--- config.mk ---
export PLATFORM = sky130hd
export DESIGN_NAME = wdc_watchdog
export DESIGN_NICKNAME = d
export VERILOG_FILES = /design/src/core/wdc_pkg.sv /design/src/core/wdc_watchdog.sv
export VERILOG_INCLUDE_DIRS = /design/src /design/src/core
export SDC_FILE = /design/constraint.sdc
export NUM_CORES = 1
export LEC_CHECK = 0
export ABC_AREA = 1
export BUFFER_PORTS_ARGS = -buffer_cell sky130_fd_sc_hd__buf_4
export CORE_MARGIN = 8
export CORE_UTILIZATION = 49
export CTS_CLUSTER_DIAMETER = 150
export DETAILED_ROUTE_END_ITERATION = 8
export GPL_ROUTABILITY_DRIVEN = 1
export PLACE_DENSITY = 0.74
export SLEW_MARGIN = 10
export SYNTH_ARGS = -nofsm -noshare
export SYNTH_HDL_FRONTEND = slang
export SYNTH_SLANG_ARGS = --single-unit
--- constraint.sdc ---
create_clock -name mclk_i -period 2.1 [get_ports mclk_i]
set_clock_uncertainty 0.2 [all_clocks]
set_input_delay 0.21 -clock mclk_i [delete_from_list [all_inputs] [get_ports mclk_i]]
set_output_delay 0.21 -clock mclk_i [all_outputs]
set_load 0.01 [all_outputs]
--- src/core/wdc_map.svh ---
// Register address, field positions, reset values and counting constants of the watchdog
`ifndef WDC_MAP_SVH
`define WDC_MAP_SVH

`define WDC_SFR_ADDR 8'hC0
`define WDC_CTRL_RESET 8'h10
`define WDC_BIT_UNLOCK 0
`define WDC_BIT_ARM 1
`define WDC_BIT_FLAG 2
`define WDC_BIT_IRQSEL 3
`define WDC_PRE_MSB 7
`define WDC_PRE_LSB 4
`define WDC_PRE_IMMEDIATE 4'h8
`define WDC_PRE_MAX_VALID 4'h7
`define WDC_BASE_TICKS 512
`define WDC_PRE_SPAN 7

`endif

--- src/core/wdc_pkg.sv ---
// Types shared by the watchdog design
package wdc_pkg;

    typedef struct packed {
        logic [3:0] timeout_prescale;
        logic irq_response_sel;
        logic timeout_flag;
        logic watchdog_arm;
        logic write_unlock;
    } wdc_ctrl_type;

    typedef struct packed {
        logic wr;
        logic rd;
        logic [7:0] addr;
        logic [7:0] wdata;
    } wdc_sfr_req_type;

    // Gray-coded unlock window states
    typedef enum logic [1:0] {
        WDC_LOCKED = 2'b00,
        WDC_OPEN = 2'b01
    } wdc_unlock_type;

endpackage : wdc_pkg

--- src/core/wdc_watchdog.sv ---
// Watchdog timer with unlock-protected control register, counted on crystal clock edges
`timescale 1ns/1ps
`include "wdc_map.svh"
// Overview of operation
// [RULE1] Timeout lasts 512 crystal periods times two to the prescale, codes 0..7.
// [RULE2] Counter advances only on crystal clock edges, never on core clock alone.
// [RULE3] Prescale 1000b resets at once; codes above 1000b never time out.
// [RULE4] Bit 3 set turns a timeout into an interrupt instead of a reset, except at prescale 1000b.
// [RULE5] With interrupt response the watchdog repeats as a periodic general timer.
// [RULE6] Bit 2 flag is set on every watchdog timeout.
// [RULE7] Flag clears by writing 0 or hardware reset; watchdog reset keeps it.
// [RULE8] Setting arm bit 1 enables the watchdog and clears its counter.
// [RULE9] Without a re-arm inside the period, a reset or interrupt is issued.
// [RULE10] Arm clears on write 0, watchdog reset, hardware reset, supply monitor interrupt.
// [RULE11] Register write is accepted only right after an unlock step setting bit 0.
// [RULE12] Software disables global interrupts before the unlock sequence.
// [RULE13] Software writes the register in the instruction right after the unlock.
// [RULE14] Writes not directly after unlock are ignored; window closes after one access.
// [RULE15] Crystal edges are detected in the core domain; events stay in that domain.
module wdc_watchdog #(
    parameter int BASE_TICKS = `WDC_BASE_TICKS
) (
    input wire logic mclk_i,                        // Core clock, 100 MHz
    input wire logic reset_n_i,                     // Hardware reset, active low, synchronous
    input wire logic xtal_clk_i,                    // 32.768 kHz crystal clock level
    input wire logic supply_monitor_irq_i,          // Supply monitor interrupt pulse
    input wire wdc_pkg::wdc_sfr_req_type sfr_req_i, // Core SFR access
    output logic [7:0] sfr_rdata_o,                 // Read data, valid cycle after read
    output logic wdt_reset_o,                       // System reset request pulse
    output logic wdt_irq_o                          // Watchdog interrupt pulse
);
    import wdc_pkg::*;

    localparam int CNT_W = $clog2(BASE_TICKS) + `WDC_PRE_SPAN;

    if (BASE_TICKS < 1 || (BASE_TICKS & (BASE_TICKS - 1)) != 0) begin : g_base_check
        $error("BASE_TICKS must be a power of two");
    end

    // ******************************************************
    // Timeout decoding
    // ******************************************************
    function automatic logic [CNT_W-1:0] wdc_last(input logic [3:0] pre);
        logic [31:0] span;
        span = 32'(BASE_TICKS) << pre[2:0];
        wdc_last = CNT_W'(span - 32'd1); // RULE1
    endfunction : wdc_last

    function automatic logic wdc_valid(input logic [3:0] pre);
        wdc_valid = (pre <= `WDC_PRE_MAX_VALID);
    endfunction : wdc_valid

    wdc_ctrl_type ctrl;
    wdc_ctrl_type next_ctrl;
    wdc_unlock_type state;
    wdc_unlock_type next_state;
    logic [CNT_W-1:0] cnt;
    logic [CNT_W-1:0] next_cnt;
    logic xtal_q;

    // ******************************************************
    // Access decode and unlock window
    // ******************************************************
    wire hit = (sfr_req_i.addr == `WDC_SFR_ADDR);
    wire wr_hit = sfr_req_i.wr && hit;
    wire any_acc = sfr_req_i.wr || sfr_req_i.rd;
    wire accept = wr_hit && (state == WDC_OPEN); // RULE11
    wire unlock_req = wr_hit && (state == WDC_LOCKED) && sfr_req_i.wdata[`WDC_BIT_UNLOCK];
    wire rearm = accept && sfr_req_i.wdata[`WDC_BIT_ARM]; // RULE8

    always_comb begin
        next_state = state;
        case (state)
            WDC_LOCKED: begin
                if (unlock_req) begin
                    next_state = WDC_OPEN; // RULE11
                end
            end
            WDC_OPEN: begin
                // Any other access while open closes the window unwritten
                if (any_acc) begin
                    next_state = WDC_LOCKED; // RULE14
                end
            end
            default: begin
                next_state = WDC_LOCKED;
            end
        endcase
    end

    // ******************************************************
    // Crystal edge detect and timeout
    // ******************************************************
    // Edge seen when the crystal level rose since the last core edge
    wire tick = xtal_clk_i && !xtal_q; // RULE2 RULE15
    wire pre_imm = (ctrl.timeout_prescale == `WDC_PRE_IMMEDIATE);
    wire pre_ok = wdc_valid(ctrl.timeout_prescale); // RULE3
    wire at_last = (cnt == wdc_last(ctrl.timeout_prescale));
    wire timeout = ctrl.watchdog_arm && !rearm && (pre_imm || (pre_ok && tick && at_last)); // RULE9
    wire reset_evt = timeout && (!ctrl.irq_response_sel || pre_imm); // RULE3 RULE4
    wire irq_evt = timeout && !reset_evt; // RULE4 RULE5

    // Codes 9 and above hold the count; code 8 clears it
    assign next_cnt = (rearm || !ctrl.watchdog_arm || timeout) ? '0 : // RULE8 RULE5
                      (tick && pre_ok) ? cnt + 1'b1 : cnt; // RULE2

    // ******************************************************
    // Control register next value
    // ******************************************************
    wire wr_irqsel = sfr_req_i.wdata[`WDC_BIT_IRQSEL];
    wire clr_arm = reset_evt || supply_monitor_irq_i; // RULE10

    always_comb begin
        next_ctrl = ctrl;
        next_ctrl.write_unlock = (next_state == WDC_OPEN);
        if (accept) begin
            next_ctrl.timeout_prescale = sfr_req_i.wdata[`WDC_PRE_MSB:`WDC_PRE_LSB];
            next_ctrl.irq_response_sel = wr_irqsel;
            next_ctrl.watchdog_arm = sfr_req_i.wdata[`WDC_BIT_ARM];
            if (!sfr_req_i.wdata[`WDC_BIT_FLAG]) begin
                next_ctrl.timeout_flag = 1'b0; // RULE7
            end
        end
        if (clr_arm) begin
            next_ctrl.watchdog_arm = 1'b0; // RULE10
        end
        // A timeout wins over a same-cycle write of 0 to the flag
        if (timeout) begin
            next_ctrl.timeout_flag = 1'b1; // RULE6
        end
    end

    always_ff @(posedge mclk_i) begin
        if (!reset_n_i) begin
            ctrl <= wdc_ctrl_type'(`WDC_CTRL_RESET); // RULE7 RULE10
            state <= WDC_LOCKED;
            cnt <= '0;
            xtal_q <= 1'b0;
            sfr_rdata_o <= 8'h00;
            wdt_reset_o <= 1'b0;
            wdt_irq_o <= 1'b0;
        end else begin
            ctrl <= next_ctrl;
            state <= next_state;
            cnt <= next_cnt;
            xtal_q <= xtal_clk_i;
            sfr_rdata_o <= (sfr_req_i.rd && hit) ? ctrl : 8'h00;
            wdt_reset_o <= reset_evt;
            wdt_irq_o <= irq_evt;
        end
    end
endmodule : wdc_watchdog

* Word level (Yosys, flattened, before mapping)
Cells that the tools add are included.
Word-level totals: flip-flop bits (word level) 37, output and inout bits 10
Cells by class: add/subtract/negate cells 2, order comparisons 1, equality and inequality tests 6, shifts and indexed selects 1, mux-type cells 6, bitwise logic cells 1, reductions and logical operators 30
Operators with widths (count):
- $add A16 B1 Y16 const B | 1
- $eq A16 B16 Y1 | 1
- $shl A10 B3 Y16 const A | 1
- $sub A16 B1 Y16 const B | 1
- $logic_and A1 B1 Y1 | 13
- $eq A8 B8 Y1 const B | 1
- $logic_or A1 B1 Y1 | 6
- $mux W2 | 3
- $logic_not A1 Y1 | 5
- $eq A2 B1 Y1 const B | 2
- $eq A4 B4 Y1 const B | 1
- $le A4 B3 Y1 const B | 1
- $pmux W2 S2 | 1
- $reduce_and A2 Y1 | 2
- $reduce_or A2 Y1 | 2
- $logic_not A2 Y1 | 1
- $mux W1 | 2
- $ne A2 B1 Y1 const B | 1
- $reduce_bool A2 Y1 | 1
- $not A1 Y1 | 1

* Longest topological paths before layout
word-level depth 10, mapped depth 15, depth with buffers taken out 15

* Worst setup path after synthesis
Ideal clock, no wire load.
kind reg-to-reg, start point reg ctrl[5] (netlist bit), end point reg cnt[5], library setup time 119 ps, arrival 1674 ps, data required time 1781 ps, slack 107 ps, cell stages (with the launch flop) 15, buffers on the path 1, path through dfxtp_1 nor2_1 nand2_1 ha_1 inv_1 nand2_1 nand2_1 nand2_1 nand2_1 nand2_1 nor2_1 nand3_2 nand4_4 buf_12 nor2_2
Between the ends: longest elaborated chain between the ends 8, elaborated cells between the ends (all ways) 11, classes of those cells 1 x add/sub; 1 x order compare; 2 x eq/ne; 1 x shift; 6 x reduce/logical
RTL lines:
- start, declared | RTL line wdc_watchdog.sv:53 | wdc_ctrl_type ctrl;
- start signal, assigned | RTL line wdc_watchdog.sv:135 | ctrl <= wdc_ctrl_type'(`WDC_CTRL_RESET);
- start signal, assigned | RTL line wdc_watchdog.sv:143 | ctrl <= next_ctrl;
- $shl A10 B3 Y16 | RTL line wdc_watchdog.sv:45 | span = 32'(BASE_TICKS) << pre[2:0];
- $sub A16 B1 Y16 | RTL line wdc_watchdog.sv:46 | wdc_last = CNT_W'(span - 32'd1);
- $eq A16 B16 Y1 | RTL line wdc_watchdog.sv:98 | wire at_last = (cnt == wdc_last(ctrl.timeout_prescale));
- $logic_and A1 B1 Y1 | RTL line wdc_watchdog.sv:99 | wire timeout = ctrl.watchdog_arm && !rearm && (pre_imm || (pre_ok && tick && at_last));
- $logic_or A1 B1 Y1 | RTL line wdc_watchdog.sv:99
- $logic_and A1 B1 Y1 | RTL line wdc_watchdog.sv:99
- $logic_or A1 B1 Y1 | RTL line wdc_watchdog.sv:104 | assign next_cnt = (rearm || !ctrl.watchdog_arm || timeout) ? '0 :
- $reduce_or A2 Y1 (no line)
- end signal, assigned | RTL line wdc_watchdog.sv:145 | cnt <= next_cnt;
- end, declared | RTL line wdc_watchdog.sv:57 | logic [CNT_W-1:0] cnt;
Several ways; a longest one is shown, not always the timed one. A chain may end at the register's enable or synchronous reset.

* Worst setup path after layout
start point reg ctrl[4] (netlist bit), end point reg cnt[9]
Same word-level chain as after synthesis.

==> results.json <==
{
  "period_minus_slack_ns": 1.991,
  "diodes": 0,
  "cp_common_cell": "nor2_2",
  "r2r-start": "ctrl[4]",
  "pwr_density_cell_nw_per_um2": 492.6,
  "dieArea_um2": 5715,
  "cts-buffers-inserted": 5,
  "layout-drive-gt1-share": 0.2718,
  "track_usage": 0.1495,
  "critical_path.endpoint": "cnt[9]",
  "syn_to_final_growth_pct": 32.78,
  "critPathRequiredTime_ns": 2.13,
  "fin_util": 0.6871,
  "cts.sinks": 37,
  "drc": 0,
  "die_h_um": 75.60,
  "finalSetupViolCount": 0,
  "crit_start": "ctrl[4]",
  "avgSynthCellArea_um2": 7.567,
  "topRoutingLayerUsed": "met4",
  "antenna_left": 0,
  "wl_met3_um": 164,
  "grt_pass1_wl_um": 6520,
  "ff2ff_path_depth": 12,
  "clock_latency_ns": 0.34,
  "initial_core_util": 0.5175,
  "hpwl_um": 2717,
  "grt_pass1_vias": 1531,
  "hold_viol": 0,
  "gp_congestion": 0.8359,
  "regToRegSetupSlack_ns": 0.11,
  "worstSetupPathType": "reg -> reg",
  "first_pass_iters": 4,
  "hold_slack_ns": 0.05855,
  "ys_seq_area_frac": 0.4256,
  "slew_violations": 0,
  "yosysTopAreaCellShare": 0.4256,
  "wl_per_cell_um": 11.63,
  "nNetsFinal": 311,
  "cts.path.max_buffers": 2,
  "async_flop_share": 0,
  "cp.arrival_ns": 2.02,
  "grt_max_degree": 17,
  "drtIter0Drc": 102,
  "synthTopCellsByArea": "dfxtp_1, nand2_1, nor2_1",
  "portBuffers": 31,
  "max_freq_mhz": 502.3,
  "ys_types": 28,
  "r2r_end": "cnt[9]",
  "grt_overflow": 0,
  "syn_area_um2": 1740,
  "wl_met2_um": 1896,
  "io_pins": 32,
  "fillers": 286,
  "synthTopCellsByCount": "nand2_1, dfxtp_1, nor2_1, inv_1, nand3_1",
  "start_kind": "register",
  "rows": 21,
  "path_clk_slew_ns": 0.10,
  "multiInputGateArea_um2": 885.9,
  "ys_warn_count": 0,
  "synth_top_area_cell": "dfxtp_1",
  "synthCells": 230,
  "wl_met1_um": 1723,
  "viasPerCell": 4.772,
  "synth_seq_cells": 37,
  "cpMaxStageDelayCell": "dfxtp_2",
  "ys.flop_type": "dfxtp_1",
  "cts-root-buf": "clkbuf_4",
  "status": "finished, final reports clean",
  "syn_nets": 254,
  "vias": 1589,
  "fin_crit_sh": 0.9481,
  "worstPathCellList": "nor2_2 > nand2_2 > ha_4 > inv_1 > nand4_1 > nand3_1 > nand2_1 > nor2_2 > nand3_2 > nand4_4 > clkbuf_16 > nor2_2",
  "regArea_um2": 743.2,
  "htree_levels": 2,
  "p_leak_nw": 0.9603,
  "max_cap_violations": 0,
  "cp-end-kind": "register",
  "cts_tree": "yes",
  "cpPeakStageDelay_ns": 0.36,
  "synth.most_common_cell": "nand2_1",
  "drt_wl_total_um": 3874,
  "synth_edf_count": 0,
  "coreArea_um2": 3363,
  "die_w_um": 75.60,
  "antenna_found_initial": 0,
  "crit_path_max_fanout": 7,
  "vdd.ir_drop.worst_mv": 0.4967,
  "hold_path.class": "in -> reg"
}
-- power breakdown --
| part | internal (W) | leakage (nW) | switching, W | total [W] |
|---|---|---|---|---|
| logic | 0.0000429 | 0.630 | 0.0000206 | 0.0000635 |
| clock network | 0.000158 | 0.0314 | 0.000213 | 0.000371 |
| registers | 0.000703 | 0.299 | 0.00000111 | 0.000704 |
-- sequential cells by signal, indices dropped and copies added, names as in the netlist --
signal,cells
cnt,16
ctrl,8
sfr_rdata_o,8
state,2
wdt_irq_o,1
wdt_reset_o,1
xtal_q,1
-- cell type report --
type,count,area share
multi-input combinational,159,0.3833
sequential,37,0.3216
timing repair buffer,51,0.1927
inverter,33,0.05360
tap,46,0.02491
clock buffer,7,0.02382
-- layer usage --
| metal | vias up | GRT usage |
|---|---|---|
| met1 | 721 | 0.1638 |
| met2 | 23 | 0.2589 |
| met3 | 8 | 0.04474 |
| li1 | 837 | - |
| met4 | 0 | 0.06823 |
| met5 | - | 0 |
-- metrics by stage --
stage           power, W  cells  TNS (ns)  setup WS, ns  cell area [µm²]
4_1_cts         0.001151    331         0       0.02588             2233
2_1_floorplan  0.0007315    230         0        0.1071             1740
5_1_grt         0.001191    333  -0.02548      -0.01067             2311
6_report        0.001138    333         0        0.1090             2311
3_3_place_gp   0.0007666    311         0        0.1284             2048
3_5_place_dp   0.0007671    311         0       0.04901             2048
-- worst min-delay path by stage --
stage | start | end | cells past startpoint | slack (ns)
floorplan | xtal_clk_i | xtal_q | 2 | 0.10
global placement | ctrl[0] | sfr_rdata_o[0] | 2 | 0.20
detailed placement | ctrl[0] | sfr_rdata_o[0] | 2 | 0.20
CTS | sfr_req_i[1] | ctrl[1] | 5 | 0.04
global route | sfr_req_i[1] | ctrl[1] | 5 | 0.05
finish | sfr_req_i[1] | ctrl[1] | 5 | 0.06
-- cells in the final DEF (no fill, tap or decap), types with 2 or more instances in the layout --
| cell | netlist | routed |
|---|---|---|
| dlygate4sd3_1 | 0 | 13 |
| a211oi_1 | 5 | 5 |
| xnor2_1 | 2 | 2 |
| dfxtp_1 | 37 | 35 |
| nor3_1 | 4 | 4 |
| xor2_1 | 11 | 11 |
| inv_2 | 3 | 3 |
| nor2_2 | 13 | 16 |
| o21ai_0 | 4 | 4 |
| nand2_1 | 50 | 48 |
| nor2_1 | 36 | 33 |
| dfxtp_2 | 0 | 2 |
| nand3_1 | 17 | 16 |
| buf_4 | 0 | 36 |
| nand4_1 | 2 | 2 |
| nand2_2 | 1 | 3 |
| inv_1 | 30 | 30 |
| clkbuf_4 | 0 | 5 |
| nand3_2 | 1 | 2 |
-- timing repair --
item                                    CTS  global route
gates resized for setup                   0            10
hold buffers                             13             0
setup buffers                             0             1
endpoints found under the setup margin    0            20
endpoints found under the hold margin    10             0
-- worst max-delay path: cells and delay by family (launching register included) --
| kind | cells | cell delay, ns |
|---|---|---|
| fa+ha+maj | 1 | 0.18 |
| buf+inv | 2 | 0.24 |
| flops | 1 | 0.36 |
| simple gates | 9 | 0.91 |
-- cells by family (layout without fill, tap and decap cells) --
| family | Yosys count | in the layout | synth area share |
|---|---|---|---|
| xor+xnor | 13 | 13 | 0.06542 |
| flops | 37 | 37 | 0.4256 |
| compound gates | 12 | 12 | 0.04745 |
| fa+ha+maj | 2 | 2 | 0.01438 |
| buf+inv | 34 | 91 | 0.08268 |
| other cells | 1 | 1 | 0.002155 |
| simple gates | 130 | 130 | 0.3566 |
| mux | 1 | 1 | 0.005751 |
No activity file was read; power rests on OpenSTA's default activity.
